==> config.mk <==
export PLATFORM = sky130hd
export DESIGN_NAME = mia_accept
export DESIGN_NICKNAME = d
export VERILOG_FILES = /design/src/mia_prio_pick.v /design/src/mia_latch_bank.v /design/src/mia_accept.v
export VERILOG_INCLUDE_DIRS = /design/src
export SDC_FILE = /design/constraint.sdc
export NUM_CORES = 1
export LEC_CHECK = 0
export ABC_AREA = 1
export CAP_MARGIN = 20
export CORE_UTILIZATION = 55
export DETAILED_ROUTE_END_ITERATION = 6
export DONT_BUFFER_PORTS = 1
export PLACE_DENSITY_LB_ADDON = 0.08
export SLEW_MARGIN = 20
export SYNTH_ARGS = -nofsm -noshare
export SYNTH_HDL_FRONTEND = slang
export SYNTH_SLANG_ARGS = --single-unit
==> constraint.sdc <==
create_clock -name i_core_clk -period 2.76 [get_ports i_core_clk]
set_input_delay 0.69 -clock i_core_clk [delete_from_list [all_inputs] [get_ports i_core_clk]]
set_output_delay 0.69 -clock i_core_clk [all_outputs]
set_load 0.005 [all_outputs]
==> src/mia_map.vh <==
// Purpose: Register offsets, field positions, reset values and timing counts for the
//          maskable interrupt acceptance block.
// Assumes: Byte-wide special-function register port from the CPU core.
// Notes:   Definitions only; included by bare name.
`ifndef MIA_MAP_VH
`define MIA_MAP_VH

// ****************************************************************
// Register offsets in the special-function area
// ****************************************************************
`define MIA_ADDR_W          8
`define MIA_OFS_ENA_HIGH    8'h2C
`define MIA_OFS_ENA_LOW     8'h3A
`define MIA_OFS_ENA_MID     8'h3B
`define MIA_OFS_REQ_HIGH    8'h2E
`define MIA_OFS_REQ_LOW     8'h3C
`define MIA_OFS_REQ_MID     8'h3D

// ****************************************************************
// Field positions and reset values
// ****************************************************************
`define MIA_MASTER_BIT      0
`define MIA_ATRAP_BIT       2
`define MIA_WDT_BIT         3
`define MIA_FIRST_MASKABLE  4
`define MIA_NUM_SRC         24
`define MIA_ENA_RESET       24'h000000
`define MIA_REQ_RESET       24'h000000
`define MIA_MASTER_RESET    1'b0

// ****************************************************************
// Acceptance sequence timing
// ****************************************************************
`define MIA_ACCEPT_MCYC     8
`define MIA_CLK_PER_MCYC    4
`define MIA_ACCEPT_CLKS     (`MIA_ACCEPT_MCYC * `MIA_CLK_PER_MCYC)
`define MIA_MAX_LATENCY     38
`define MIA_SP_DROP         16'h0003

// Sequence steps
`define MIA_STEP_IDLE       3'h0
`define MIA_STEP_STATUS     3'h1
`define MIA_STEP_PC_HI      3'h2
`define MIA_STEP_PC_LO      3'h3
`define MIA_STEP_VEC        3'h4
`define MIA_STEP_WAIT       3'h5

`endif

==> src/mia_prio_pick.v <==
// Purpose: Fixed-priority pick of the lowest-numbered pending source.
// Assumes: Bit 0 is the highest priority.
// Notes:   Pure combinational.
`timescale 1ns/1ps

module mia_prio_pick #(
  parameter N = 24,
  parameter W = 5
) (
  input  wire [N-1:0] i_req,
  output reg          o_any,
  output reg  [W-1:0] o_idx
);

  integer k;

  // ****************************************************************
  // Scan from lowest priority upward so the highest wins
  // ****************************************************************
  always @* begin
    o_any = 1'b0;
    o_idx = {W{1'b0}};
    for (k = N-1; k >= 0; k = k - 1) begin
      if (i_req[k]) begin
        o_any = 1'b1;
        o_idx = k[W-1:0];
      end
    end
  end

endmodule

==> src/mia_latch_bank.v <==
// Purpose: Request latches set by hardware events, cleared by writes or acceptance.
// Assumes: A set arriving in the clear cycle wins.
// Notes:   Software writes of 1 leave a latch alone.
`timescale 1ns/1ps

module mia_latch_bank #(
  parameter N = 24
) (
  input  wire         i_core_clk,
  input  wire         i_nrst,
  input  wire [N-1:0] i_set,
  input  wire [N-1:0] i_sw_clr,
  input  wire [N-1:0] i_ack_clr,
  output reg  [N-1:0] o_latch_r
);

  // ****************************************************************
  // Latch storage
  // ****************************************************************
  always @(posedge i_core_clk or negedge i_nrst) begin
    if (!i_nrst) begin
      o_latch_r <= {N{1'b0}};
    end else begin
      o_latch_r <= (o_latch_r & ~(i_sw_clr | i_ack_clr)) | i_set;
    end
  end

endmodule

==> src/mia_accept.v <==
// Purpose: Interrupt enable flags, request latches and the acceptance sequence.
// Assumes: Core issues byte reads and writes to the special-function area; the core
//          raises i_instr_done in the final cycle of each instruction.
// Notes:   Sources 0,1 have no latch (software, undefined instruction); 2,3 non-maskable.
`timescale 1ns/1ps
`include "mia_map.vh"

module mia_accept #(
  parameter N           = `MIA_NUM_SRC,
  parameter IW          = 5,
  parameter ACCEPT_CLKS = `MIA_ACCEPT_CLKS
) (
  input  wire         i_core_clk,
  input  wire         i_nrst,
  input  wire [7:0]   i_sfr_addr,
  input  wire         i_sfr_wr,
  input  wire         i_sfr_rd,
  input  wire [7:0]   i_sfr_wdata,
  output reg  [7:0]   o_sfr_rdata,
  output wire         o_sfr_hit,
  input  wire [N-1:0] i_src_event,
  input  wire         i_swi,
  input  wire         i_undef,
  input  wire         i_enable_all_instr,
  input  wire         i_mask_all_instr,
  input  wire         i_return_instr,
  input  wire [7:0]   i_stacked_status,
  input  wire         i_instr_done,
  input  wire [15:0]  i_prog_counter,
  input  wire [7:0]   i_status_word,
  input  wire [15:0]  i_sp,
  output wire         o_int_pending,
  output reg          o_busy_r,
  output reg          o_push_r,
  output reg  [15:0]  o_push_addr_r,
  output reg  [7:0]   o_push_data_r,
  output reg          o_pc_load_r,
  output reg  [15:0]  o_vector_addr_r,
  output reg  [15:0]  o_sp_new_r,
  output reg          o_sp_load_r,
  output reg          o_done_r,
  output reg  [IW-1:0] o_src_idx_r,
  output wire         o_master_int_enable
);

  // ****************************************************************
  // Enable flags
  // ****************************************************************
  reg          master_int_enable_r;
  reg  [N-1:0] source_enable_flags_r;
  wire [N-1:0] request_latches;
  reg  [N-1:0] ack_clr_r;
  reg  [N-1:0] sw_clr;
  reg  [2:0]   step_r;
  reg  [5:0]   cnt_r;
  reg  [7:0]   saved_status_r;
  reg  [15:0]  saved_pc_r;
  wire         wr_ena_low;
  wire         wr_ena_mid;
  wire         wr_ena_high;
  wire         accept_start;

  assign wr_ena_low  = i_sfr_wr && (i_sfr_addr == `MIA_OFS_ENA_LOW);
  assign wr_ena_mid  = i_sfr_wr && (i_sfr_addr == `MIA_OFS_ENA_MID);
  assign wr_ena_high = i_sfr_wr && (i_sfr_addr == `MIA_OFS_ENA_HIGH);
  assign o_master_int_enable = master_int_enable_r;

  // Master flag: reset, instructions, register write, acceptance, return
  always @(posedge i_core_clk or negedge i_nrst) begin
    if (!i_nrst) begin
      master_int_enable_r <= `MIA_MASTER_RESET;
    end else if (accept_start) begin
      master_int_enable_r <= 1'b0;
    end else if (i_return_instr) begin
      master_int_enable_r <= i_stacked_status[`MIA_MASTER_BIT];
    end else if (i_enable_all_instr) begin
      master_int_enable_r <= 1'b1;
    end else if (i_mask_all_instr) begin
      master_int_enable_r <= 1'b0;
    end else if (wr_ena_low) begin
      master_int_enable_r <= i_sfr_wdata[`MIA_MASTER_BIT];
    end
  end

  // Individual flags; mid and high bytes written whole, low byte only bits 7:4
  always @(posedge i_core_clk or negedge i_nrst) begin
    if (!i_nrst) begin
      source_enable_flags_r <= `MIA_ENA_RESET;
    end else begin
      if (wr_ena_low) begin
        source_enable_flags_r[7:4] <= i_sfr_wdata[7:4];
      end
      if (wr_ena_mid) begin
        source_enable_flags_r[15:8] <= i_sfr_wdata;
      end
      if (wr_ena_high) begin
        source_enable_flags_r[N-1:16] <= i_sfr_wdata[N-17:0];
      end
    end
  end

  // ****************************************************************
  // Request latches
  // ****************************************************************
  // Software clear mask: a written 0 clears, only for latched sources
  always @* begin
    sw_clr = {N{1'b0}};
    if (i_sfr_wr && i_sfr_addr == `MIA_OFS_REQ_LOW) begin
      sw_clr[7:2] = ~i_sfr_wdata[7:2];
    end
    if (i_sfr_wr && i_sfr_addr == `MIA_OFS_REQ_MID) begin
      sw_clr[15:8] = ~i_sfr_wdata;
    end
    if (i_sfr_wr && i_sfr_addr == `MIA_OFS_REQ_HIGH) begin
      sw_clr[N-1:16] = ~i_sfr_wdata[N-17:0];
    end
  end

  mia_latch_bank #(
    .N (N)
  ) u_latch (
    .i_core_clk (i_core_clk),
    .i_nrst     (i_nrst),
    .i_set      ({i_src_event[N-1:2], 2'b00}),
    .i_sw_clr   (sw_clr),
    .i_ack_clr  (ack_clr_r),
    .o_latch_r  (request_latches)
  );

  // ****************************************************************
  // Register read-back
  // ****************************************************************
  assign o_sfr_hit = (i_sfr_addr == `MIA_OFS_ENA_LOW)  || (i_sfr_addr == `MIA_OFS_ENA_MID)  ||
                     (i_sfr_addr == `MIA_OFS_ENA_HIGH) || (i_sfr_addr == `MIA_OFS_REQ_LOW)  ||
                     (i_sfr_addr == `MIA_OFS_REQ_MID)  || (i_sfr_addr == `MIA_OFS_REQ_HIGH);

  // Read data registered; unmapped or idle reads give zero
  always @(posedge i_core_clk or negedge i_nrst) begin
    if (!i_nrst) begin
      o_sfr_rdata <= 8'h00;
    end else if (i_sfr_rd) begin
      case (i_sfr_addr)
        `MIA_OFS_ENA_LOW:  o_sfr_rdata <= {source_enable_flags_r[7:4], 3'b000,
                                           master_int_enable_r};
        `MIA_OFS_ENA_MID:  o_sfr_rdata <= source_enable_flags_r[15:8];
        `MIA_OFS_ENA_HIGH: o_sfr_rdata <= source_enable_flags_r[N-1:16];
        `MIA_OFS_REQ_LOW:  o_sfr_rdata <= {request_latches[7:2], 2'b00};
        `MIA_OFS_REQ_MID:  o_sfr_rdata <= request_latches[15:8];
        `MIA_OFS_REQ_HIGH: o_sfr_rdata <= request_latches[N-1:16];
        default:           o_sfr_rdata <= 8'h00;
      endcase
    end else begin
      o_sfr_rdata <= 8'h00;
    end
  end

  // ****************************************************************
  // Qualification and priority
  // ****************************************************************
  wire [N-1:0] nmi_req;
  wire [N-1:0] mask_req;
  wire [N-1:0] cand;
  wire         cand_any;
  wire [IW-1:0] cand_idx;

  // Non-maskable sources skip every enable flag
  assign nmi_req  = {{(N-4){1'b0}}, request_latches[3:2], i_undef, i_swi};
  // Maskable needs latch, own flag and master flag together
  assign mask_req = {request_latches[N-1:4] & source_enable_flags_r[N-1:4]
                     & {(N-4){master_int_enable_r}}, 4'h0};
  assign cand = nmi_req | mask_req;
  assign o_int_pending = cand_any;

  mia_prio_pick #(
    .N (N),
    .W (IW)
  ) u_pick (
    .i_req (cand),
    .o_any (cand_any),
    .o_idx (cand_idx)
  );

  // Sampled at the final cycle of the instruction in progress
  assign accept_start = (step_r == `MIA_STEP_IDLE) && i_instr_done && cand_any;

  // Vector for a source: FFFE minus two per rank, sources 0 and 1 both FFFC, second table below FFC0
  function [15:0] vec_of;
    input [IW-1:0] idx;
    reg   [15:0]   rank;
    begin
      rank = {{(16-IW){1'b0}}, idx};
      if (idx <= 5'd1) begin
        vec_of = 16'hFFFC;
      end else if (idx <= 5'd15) begin
        vec_of = 16'hFFFC - ((rank - 16'h0001) << 1);
      end else begin
        vec_of = 16'hFFBE - ((rank - 16'h0010) << 1);
      end
    end
  endfunction

  // ****************************************************************
  // Acceptance sequence
  // ****************************************************************
  always @(posedge i_core_clk or negedge i_nrst) begin
    if (!i_nrst) begin
      step_r          <= `MIA_STEP_IDLE;
      cnt_r           <= 6'h00;
      saved_status_r  <= 8'h00;
      saved_pc_r      <= 16'h0000;
      ack_clr_r       <= {N{1'b0}};
      o_busy_r        <= 1'b0;
      o_push_r        <= 1'b0;
      o_push_addr_r   <= 16'h0000;
      o_push_data_r   <= 8'h00;
      o_pc_load_r     <= 1'b0;
      o_vector_addr_r <= 16'h0000;
      o_sp_new_r      <= 16'h0000;
      o_sp_load_r     <= 1'b0;
      o_done_r        <= 1'b0;
      o_src_idx_r     <= {IW{1'b0}};
    end else begin
      ack_clr_r   <= {N{1'b0}};
      o_push_r    <= 1'b0;
      o_pc_load_r <= 1'b0;
      o_sp_load_r <= 1'b0;
      o_done_r    <= 1'b0;
      if (step_r != `MIA_STEP_IDLE) begin
        cnt_r <= cnt_r + 6'h01;
      end
      case (step_r)
        `MIA_STEP_IDLE: begin
          if (accept_start) begin
            // Only status and PC are captured; general registers are software's job
            saved_status_r <= {i_status_word[7:1], master_int_enable_r};
            saved_pc_r     <= i_prog_counter;
            ack_clr_r      <= {{(N-1){1'b0}}, 1'b1} << cand_idx;
            o_src_idx_r    <= cand_idx;
            o_busy_r       <= 1'b1;
            cnt_r          <= 6'h01;
            step_r         <= `MIA_STEP_STATUS;
          end
        end
        `MIA_STEP_STATUS: begin
          o_push_r      <= 1'b1;
          o_push_addr_r <= i_sp;
          o_push_data_r <= saved_status_r;
          step_r        <= `MIA_STEP_PC_HI;
        end
        `MIA_STEP_PC_HI: begin
          o_push_r      <= 1'b1;
          o_push_addr_r <= i_sp - 16'h0001;
          o_push_data_r <= saved_pc_r[15:8];
          step_r        <= `MIA_STEP_PC_LO;
        end
        `MIA_STEP_PC_LO: begin
          o_push_r      <= 1'b1;
          o_push_addr_r <= i_sp - 16'h0002;
          o_push_data_r <= saved_pc_r[7:0];
          o_sp_new_r    <= i_sp - `MIA_SP_DROP;
          o_sp_load_r   <= 1'b1;
          step_r        <= `MIA_STEP_VEC;
        end
        `MIA_STEP_VEC: begin
          o_vector_addr_r <= vec_of(o_src_idx_r);
          o_pc_load_r     <= 1'b1;
          step_r          <= `MIA_STEP_WAIT;
        end
        `MIA_STEP_WAIT: begin
          // Pad out to the full eight machine cycles
          if (cnt_r == ACCEPT_CLKS[5:0]) begin
            o_busy_r <= 1'b0;
            o_done_r <= 1'b1;
            step_r   <= `MIA_STEP_IDLE;
          end
        end
        default: begin
          step_r   <= `MIA_STEP_IDLE;
          o_busy_r <= 1'b0;
        end
      endcase
    end
  end

endmodule

==> results of run 1 <==
==> flip-flops by register name, indices dropped and copies added (netlist names), 7 cells and up <==
register,cells
u_latch.o_latch_r,22
saved_pc_r,16
o_push_data_r,8
source_enable_flags_r,20
o_push_addr_r,16
saved_status_r,8
o_sp_new_r,16
ack_clr_r,22
o_sfr_rdata,8
o_vector_addr_r,7
==> worst max-delay path, cell delays in order, from the launching register on <==
cell and delay (ps):
dfrtp_1 420, buf_4 200, nand3_2 80, nand2_1 60
inv_2 50, nand3_1 80, nor3_1 340, nand4_2 250
==> cells in the mapped netlist, drive strengths merged, types with 6 or more instances <==
master	n	area [um2]
xnor2	6	52.6
nand2	188	726
nand4	10	87.6
dfrtp	163	4080
a21oi	37	185
o21ai	75	379
a31oi	13	81.3
nor3	8	40.0
nor2	122	478
inv	115	432
xor2	17	149
o31ai	18	135
clkbuf	14	56.3
nor4	7	50.1
o22ai	16	100
buf	16	109
ha	10	125
nand3	35	253
a221oi	8	70.1
==> stage by stage <==
stage	worst slack, ps	hold slack [ps]	util, %
after floorplan	368	394	-
after global placement	427	397	58.1
after detailed placement	361	398	58.1
after CTS	134	-59.2	62.0
after global routing	12.0	-69.2	62.0
final	148	-52.5	62.0
==> final timing paths <==
path	from	to	slack (ps)
worst max-delay path	o_master_int_enable	o_int_pending	150
worst min-delay path	i_nrst	u_latch.o_latch_r[9]	-50
worst max register to register	step_r[2]	o_push_addr_r[12]	320
worst min register to register	ack_clr_r[21]	u_latch.o_latch_r[21]	440
max in group asynchronous	i_nrst	o_push_data_r[7]	2590
min in group i_core_clk	i_src_event[7]	u_latch.o_latch_r[7]	340
==> metal layers <==
layer  track usage, %  vias to the layer above  part of all wire (%)  wire length, um
met3             8.22                       27                   9.3             1860
met1             39.1                     3016                    44             8770
met2             42.2                      261                    45             8930
met4             10.3                        0                   1.6              317
li1                 -                     3004                     -                -
met5                0                        -                     0                0
==> power groups by stage <==
stage / sequential [mW] / clock [mW] / combinational, mW
floorplan: 3.39 / 0 / 1.63
global placement: 3.50 / 0 / 1.92
finish: 3.48 / 2.18 / 2.01
global route: 3.55 / 2.34 / 2.31
detailed placement: 3.52 / 0 / 1.99
CTS: 3.48 / 2.21 / 2.01
==> final cells by class <==
type / count / area, um2
clock buffer: 20 / 447
clock inverter: 12 / 96.3
tap: 180 / 225
multi-input combinational: 602 / 3170
timing repair buffer: 20 / 150
inverter: 117 / 439
fill: 1222 / 5270
sequential: 163 / 4080
==> cell families (layout without fill, tap and decap cells) <==
logic type / Yosys count / in the layout / share of synthesized area (%)
adder cells (fa/ha/maj): 10 / 10 / 1.59
flip-flops: 163 / 163 / 51.9
other: 1 / 1 / 0.0477
XOR/XNOR: 23 / 23 / 2.56
buffers and inverters: 147 / 169 / 7.69
multiplexers: 5 / 5 / 0.717
AND/OR/NAND/NOR: 376 / 376 / 21.3
AO/OA/AOI/OAI: 187 / 187 / 14.2
==> results.yml, run 1 <==
setup_path:
  endpoint_kind: "output port"
  start_kind: "flip-flop"
  crit_type: "reg -> out"
  r2r_cells: 12
  arrival_ps: 1920
  cp_max_fo: 10
  cp.required_ps: 2070
die:
  dieArea_um2: 14800
  fp.dieH_um: 122
  initial_core_util_pct: 56.6
  core-area_um2: 13900
  io_pins: 175
  die-width_um: 122
  num_rows: 43
power:
  power_density_nw_per_um2: 890
  ir_drop_uv: 489
  p_sw_mw: 2.75
  p_int_mw: 4.92
  p_leak_nw: 4.17
  seq_power_share_pct: 45.4
  power_frac_clock_pct: 28.5
  pwr-share-comb_pct: 26.2
  p_sw_share_pct: 35.8
  fin_total_pwr_mw: 7.66
cells_and_area:
  fin_nets: 1029
  antennaDiodeCount: 0
  drive_gt1_share_pct: 10.4
  final_cell_mix: "nand2_1, dfrtp_1, nor2_1"
  area_growth_syn_to_layout_pct: 9.59
  layout_commonest_cell: "nand2_1"
  final_cell_count_no_fill: 1114
  fin_area_um2: 8610
clock_tree:
  clk_pin_slew_worst_paths_ps: 60
  htreeDepth: 4
  clkLatencyLatePin_ps: 430
  cts_max_path_buffers: 2
  cts_buffers: 17
  cts_tree: "built"
  cts_sinks: 163
  cts_resized: 0
  root_buffer: "clkbuf_16"
  cts_setup_buffers: 0
detailed_routing:
  drc: 0
  vias: 6308
  dr.pass1.iters: 5
  postRouteAntennaNets: 0
  avgRoutedWirePerCell_um: 17.8
  drt_first_iter_violations: 588
  viasPerCell: 5.66
  wl_mm: 19.9
logic_synthesis:
  netlist_instances: 912
  synth_edf_count: 0
  synthArstFlopShare_pct: 100
  synth_fp_nets: 1020
  syn_area_per_cell_um2: 8.61
  synth_seq_cells: 163
  synth.distinct_cells: 50
  syn_area_um2: 7860
  yosysSeqAreaShare_pct: 51.9
  synth-main-ff-cell: "dfrtp_1"
  yosys_warnings: 0
sta:
  max_freq_mhz: 383
  drv_slew: 0
  max_slew.worst_pin.slew_ps: 561
  slew_headroom_pct: 62.5
  hold_viol_final: 163
  rsz0062_at_grt: "false"
  finalCritPeriodShare_pct: 94.7
  layout_min_cycle_time_ps: 2610
  fin_setup_tns_ps: 0
  clock-skew-final_ps: 8.18
  fin_hold_ws_ps: -52.5
  setup_viol: 0
global_routing:
  grt_pass1_wl_mm: 31.3
  grt_max_degree: 164
  gr-total-overflow: 0
  grt_pass1_vias: 6067
  antenna_found_initial: 0
  grtUsageTotal_pct: 28.3
min_path:
  min_path_type: "in -> async"
placement:
  hpwl_mm: 14.7
  port_buffers: 0
  placed_cells: 1082
  gp_congestion: 0.916
  place_area_um2: 8070
job:
  maxCapViolCount: 0
outcome:
  status: "finished with violations"
  violations: "negative hold slack"
Power figures use the tool's default switching activity.
==> run 2: changes to the inputs <==
--- a/config.mk
+++ b/config.mk
@@ -6,12 +6,12 @@
 export SDC_FILE = /design/constraint.sdc
 export NUM_CORES = 1
 export LEC_CHECK = 0
-export ABC_AREA = 1
 export CAP_MARGIN = 20
 export CORE_UTILIZATION = 55
 export DETAILED_ROUTE_END_ITERATION = 6
 export DONT_BUFFER_PORTS = 1
 export PLACE_DENSITY_LB_ADDON = 0.08
+export SKIP_CTS_REPAIR_TIMING = 1
 export SLEW_MARGIN = 20
 export SYNTH_ARGS = -nofsm -noshare
 export SYNTH_HDL_FRONTEND = slang
==> run 2 against run 1 <==
Against the previous run: the flow still finishes with violations (negative hold slack); setup slack got worse by 33 ps; synthesized cell count decreased by 16%; non-clock buffer count increased by 1; area after synthesis increased by 1.2%; total power rose by 3.7%; sequential share of layout area fell by 0.93 points; critical path depth shrank 3; combinational power is 5% lower; register-to-register slack improved by 90 ps; flip-flop and latch count did not move.
==> results.yml, run 2 <==
outcome:
  violations: "negative hold slack"
  status: "finished with violations"
setup_path:
  cp_slowest_cell: "dfrtp_2"
  worstSetupStartpoint: "u_latch.o_latch_r[8]"
  crit_type: "reg -> out"
  endpoint_kind: "output port"
  arrival_ps: 1960
  cp.required_ps: 2070
  cp_max_fo: 4
  path_cells: "a22o_1 -> o41ai_2 -> nand3_1 -> or2_4"
  crit_path_max_incr_delay_ps: 440
  crit_family: "compound AO/OA/AOI/OAI gates"
  timing.rr.start: "u_latch.o_latch_r[12]"
  start_kind: "flip-flop"
  cp.buffers_inverters: 0
logic_synthesis:
  synth_top_area_cell: "dfrtp_1"
  synth_edf_count: 0
  syn_area_per_cell_um2: 10.4
  yosys_warnings: 0
  synth-main-ff-cell: "dfrtp_1"
  netlist_instances: 762
  yosysMostFrequentCell: "dfrtp_1"
  synth.area.top_cells: "dfrtp_1, mux2_2, o21ai_0"
  synth_top_area_share_pct: 51.3
  synthArstFlopShare_pct: 100
  synth_fp_nets: 870
  syn_area_um2: 7950
  synth_seq_cells: 163
  yosys-top-cells-count: "dfrtp_1, nand2_1, o21ai_0"
  yosysSeqAreaShare_pct: 51.3
  synth.distinct_cells: 66
cells_and_area:
  final_cell_count_no_fill: 955
  utilization_pct: 62.8
  top_regs: "ack_clr_r (22), u_latch.o_latch_r (22), source_enable_flags_r (20)"
  fin_nets: 871
  drive_gt1_share_pct: 15.9
  final_cell_mix: "dfrtp_1, nand2_1, o21ai_0"
  fin_area_um2: 8780
  antennaDiodeCount: 0
  layout_commonest_cell: "dfrtp_1"
  area_growth_syn_to_layout_pct: 10.4
sta:
  fin_hold_ws_ps: -46.7
  layout_min_cycle_time_ps: 2650
  drv_slew: 0
  rsz0062_at_grt: "true"
  hold_viol_final: 152
  slew_headroom_pct: 36.4
  max_freq_mhz: 378
  clock-skew-final_ps: 10.3
  finalCritPeriodShare_pct: 95.9
  max_slew.worst_pin.slew_ps: 941
  fin_setup_tns_ps: 0
  setup_ws_ps: 114
  setup_viol: 0
detailed_routing:
  avgRoutedWirePerCell_um: 20.0
  postRouteAntennaNets: 0
  viasPerCell: 6.11
  wl_mm: 19.1
  vias: 5834
  dr.pass1.iters: 5
  drt_first_iter_violations: 491
  drc: 0
clock_tree:
  root_buffer: "clkbuf_16"
  cts_sinks: 163
  htreeDepth: 4
  clkLatencyLatePin_ps: 430
  cts_tree: "built"
  clk_pin_slew_worst_paths_ps: 60
  cts_buffers: 17
  cts_max_path_buffers: 2
placement:
  gp_congestion: 0.907
  port_buffers: 0
  hpwl_mm: 13.7
  placed_cells: 924
  place_area_um2: 8160
  post-place-ws_ps: 204
power:
  power_density_nw_per_um2: 904
  p_leak_nw: 3.65
  ir_drop_uv: 627
  fin_total_pwr_mw: 7.94
die:
  num_rows: 43
  io_pins: 175
  core-area_um2: 14000
  initial_core_util_pct: 56.9
  dieArea_um2: 14900
  fp.dieH_um: 122
  die-width_um: 122
global_routing:
  grt_pass1_vias: 5796
  gr-total-overflow: 0
  grtUsageTotal_pct: 26.3
  grt_max_degree: 164
  antenna_found_initial: 0
  grt_pass1_wl_mm: 29.7
job:
  maxCapViolCount: 0
min_path:
  min_path_type: "in -> async"
## run 2: report_power, final
group / internal [mW] / switching (mW) / total (mW)
Combinational: 0.914 / 1.00 / 1.91
Sequential: 3.03 / 0.532 / 3.56
Clock: 1.55 / 0.917 / 2.47
Total: 5.50 / 2.45 / 7.94
## run 2: layout make-up
| type | count | area [um2] |
|---|---|---|
| Multi-Input combinational cell | 545 | 3640 |
| Fill cell | 1156 | 5200 |
| Clock buffer | 21 | 460 |
| Timing Repair Buffer | 21 | 170 |
| Clock inverter | 10 | 156 |
| Tap cell | 180 | 225 |
| Sequential cell | 163 | 4080 |
| Inverter | 15 | 56.3 |
## run 2: cells by family (layout without fill, tap and decap cells)
family / Yosys count / count (layout) / share of synthesized area [%]
multiplexers: 59 / 59 / 8.24
AND/OR/NAND/NOR: 260 / 260 / 17.4
adder cells (fa/ha/maj): 10 / 10 / 1.57
AO/OA/AOI/OAI: 183 / 183 / 14.6
XOR/XNOR: 32 / 32 / 3.52
flip-flops: 163 / 163 / 51.3
other: 1 / 1 / 0.0471
buffers and inverters: 54 / 67 / 3.27
## run 2: metal layers
| layer | up-vias | wire [um] | track usage (%) | part of all wire [%] |
|---|---|---|---|---|
| li1 | 2688 | - | - | - |
| met1 | 2895 | 8220 | 35.5 | 43 |
| met2 | 221 | 8630 | 39.3 | 45 |
| met3 | 30 | 1810 | 8.88 | 9.5 |
| met4 | 0 | 427 | 9.91 | 2.2 |
| met5 | - | 0 | 0 | 0 |
## run 2: path summary, 6_finish.rpt
| path | to | depth (start not counted) | slack [ps] |
|---|---|---|---|
| max | o_int_pending | 4 | 110 |
| min | u_latch.o_latch_r[16] | 0 | -50 |
| max reg2reg | ack_clr_r[19] | 6 | 410 |
| min reg2reg | saved_pc_r[2] | 1 | 500 |
| max in group asynchronous | cnt_r[0] | 0 | 2580 |
| min in group i_core_clk | u_latch.o_latch_r[17] | 1 | 370 |
## run 2: worst reg2reg max path, cell delays in order (launching register included)
cell and delay [ps]:
dfrtp_1 420, a22o_1 280, a311o_1 370, a32oi_1 260, o21ai_2 170, or4b_4 590, nor3_2 170
==> run 3: changes to the inputs <==
--- a/config.mk
+++ b/config.mk
@@ -7,7 +7,9 @@
 export NUM_CORES = 1
 export LEC_CHECK = 0
 export CAP_MARGIN = 20
-export CORE_UTILIZATION = 55
+export CELL_PAD_IN_SITES_DETAIL_PLACEMENT = 0
+export CELL_PAD_IN_SITES_GLOBAL_PLACEMENT = 2
+export CORE_UTILIZATION = 40
 export DETAILED_ROUTE_END_ITERATION = 6
 export DONT_BUFFER_PORTS = 1
 export PLACE_DENSITY_LB_ADDON = 0.08
==> run 3 against run 2 <==
Against the previous run: the flow still finishes with violations (negative hold slack); routed wire length increased by 9.4%; hold slack improved by 14 ps; clock skew about the same; cell count increased by 9.4%; total power decreased by 0.77%; via count decreased by 1.9%; clock power decreased by 4%.
==> results.yml, run 3 (synthesis gave the netlist of run 2 again) <==
clock_tree:
  root_buffer: "clkbuf_16"
  clk_pin_slew_worst_paths_ps: 60
  cts_tree: "built"
  htreeDepth: 4
  clkLatencyLatePin_ps: 420
  cts_buffers: 17
  cts_sinks: 163
  cts_max_path_buffers: 2
sta:
  drv_slew: 0
  max_freq_mhz: 378
  hold_viol_final: 56
  layout_min_cycle_time_ps: 2650
  setup_viol: 0
  slew_headroom_pct: 56.8
  finalCritPeriodShare_pct: 95.9
  rsz0062_at_grt: "false"
  clock-skew-final_ps: 10.8
  max_slew.worst_pin.slew_ps: 647
  fin_hold_ws_ps: -32.9
  fin_setup_tns_ps: 0
die:
  core-area_um2: 19500
  initial_core_util_pct: 40.9
  fp.dieH_um: 143
  die-width_um: 143
  dieArea_um2: 20500
  io_pins: 175
  num_rows: 51
cells_and_area:
  final_cell_mix: "dfrtp_1, nand2_1, o21ai_0"
  drive_gt1_share_pct: 16.8
  fin_area_um2: 8920
  top_regs: "ack_clr_r (22), u_latch.o_latch_r (22), source_enable_flags_r (20)"
  area_growth_syn_to_layout_pct: 12.1
  fin_nets: 874
  layout_commonest_cell: "dfrtp_1"
global_routing:
  antenna_found_initial: 0
  grt_pass1_vias: 5789
  grt_pass1_wl_mm: 32.4
  grtUsageTotal_pct: 21.1
  gr-total-overflow: 0
  grt_max_degree: 164
placement:
  place_area_um2: 8280
  port_buffers: 0
  gp_congestion: 0.839
  hpwl_mm: 15.1
detailed_routing:
  drt_first_iter_violations: 278
  viasPerCell: 5.48
  vias: 5726
  highest_layer: "met4"
  dr.pass1.iters: 4
  postRouteAntennaNets: 0
  wl_mm: 20.9
  wl_met3_mm: 1.31
  wl_met1_mm: 8.44
  dr_wl_met2_mm: 10.6
  drc: 0
  avgRoutedWirePerCell_um: 20.0
outcome:
  violations: "negative hold slack"
  status: "finished with violations"
setup_path:
  cp_max_fo: 4
  start_kind: "flip-flop"
  crit_type: "reg -> out"
  cp.required_ps: 2070
  endpoint_kind: "output port"
  arrival_ps: 1960
power:
  fin_total_pwr_mw: 7.88
  ir_drop_uv: 499
  p_leak_nw: 3.65
  power_density_nw_per_um2: 884
min_path:
  min_path_type: "in -> async"
job:
  maxCapViolCount: 0
run 3: path summary, 6_finish.rpt:
kind	start	slack (ps)	end	cells past startpoint
setup / recovery	u_latch.o_latch_r[14]	110	o_int_pending	4
hold / removal	i_nrst	-30	o_sfr_rdata[7]	0
setup reg to reg	u_latch.o_latch_r[12]	460	ack_clr_r[19]	6
hold reg to reg	saved_status_r[0]	490	saved_status_r[0]	2
max in group asynchronous	i_nrst	2540	o_push_addr_r[5]	0
min in group i_core_clk	i_src_event[15]	380	u_latch.o_latch_r[15]	1
run 3: power breakdown:
part,switching (mW),internal (mW),total [mW]
Combinational,1.00,0.930,1.93
Sequential,0.566,3.03,3.59
Clock,0.990,1.37,2.36
run 3: cell type report:
class	instances	area (um2)
clock buffers	18	439
inverters	15	56.3
well taps	265	332
flip-flops and latches	163	4080
diodes	1	2.50
fillers	1865	10500
multi-input cells	545	3660
clock inverters	14	150
repair buffers	24	193
run 3: through the flow:
| step | setup WS [ps] | util (%) | std cells |
|---|---|---|---|
| after floorplan | 414 | - | 762 |
| after detailed placement | 274 | 42.5 | 1011 |
| after global routing | 8.78 | 45.8 | 1044 |
| after CTS | -154 | 45.6 | 1043 |
| final | 112 | 45.8 | 1045 |
| after global placement | 295 | 42.5 | 1011 |
run 3: metal layers:
metal,global-route usage [%],up-vias
li1,-,2703
met1,24.8,2834
met2,36.1,166
met3,6.37,23
met4,8.09,0
met5,0,-
run 3: worst max-delay path, cell delays in order, from the launching register on:
cell and delay [ps]:
dfrtp_1 420, a22o_4 290, o41ai_4 390, nand3_1 150, or2_4 290
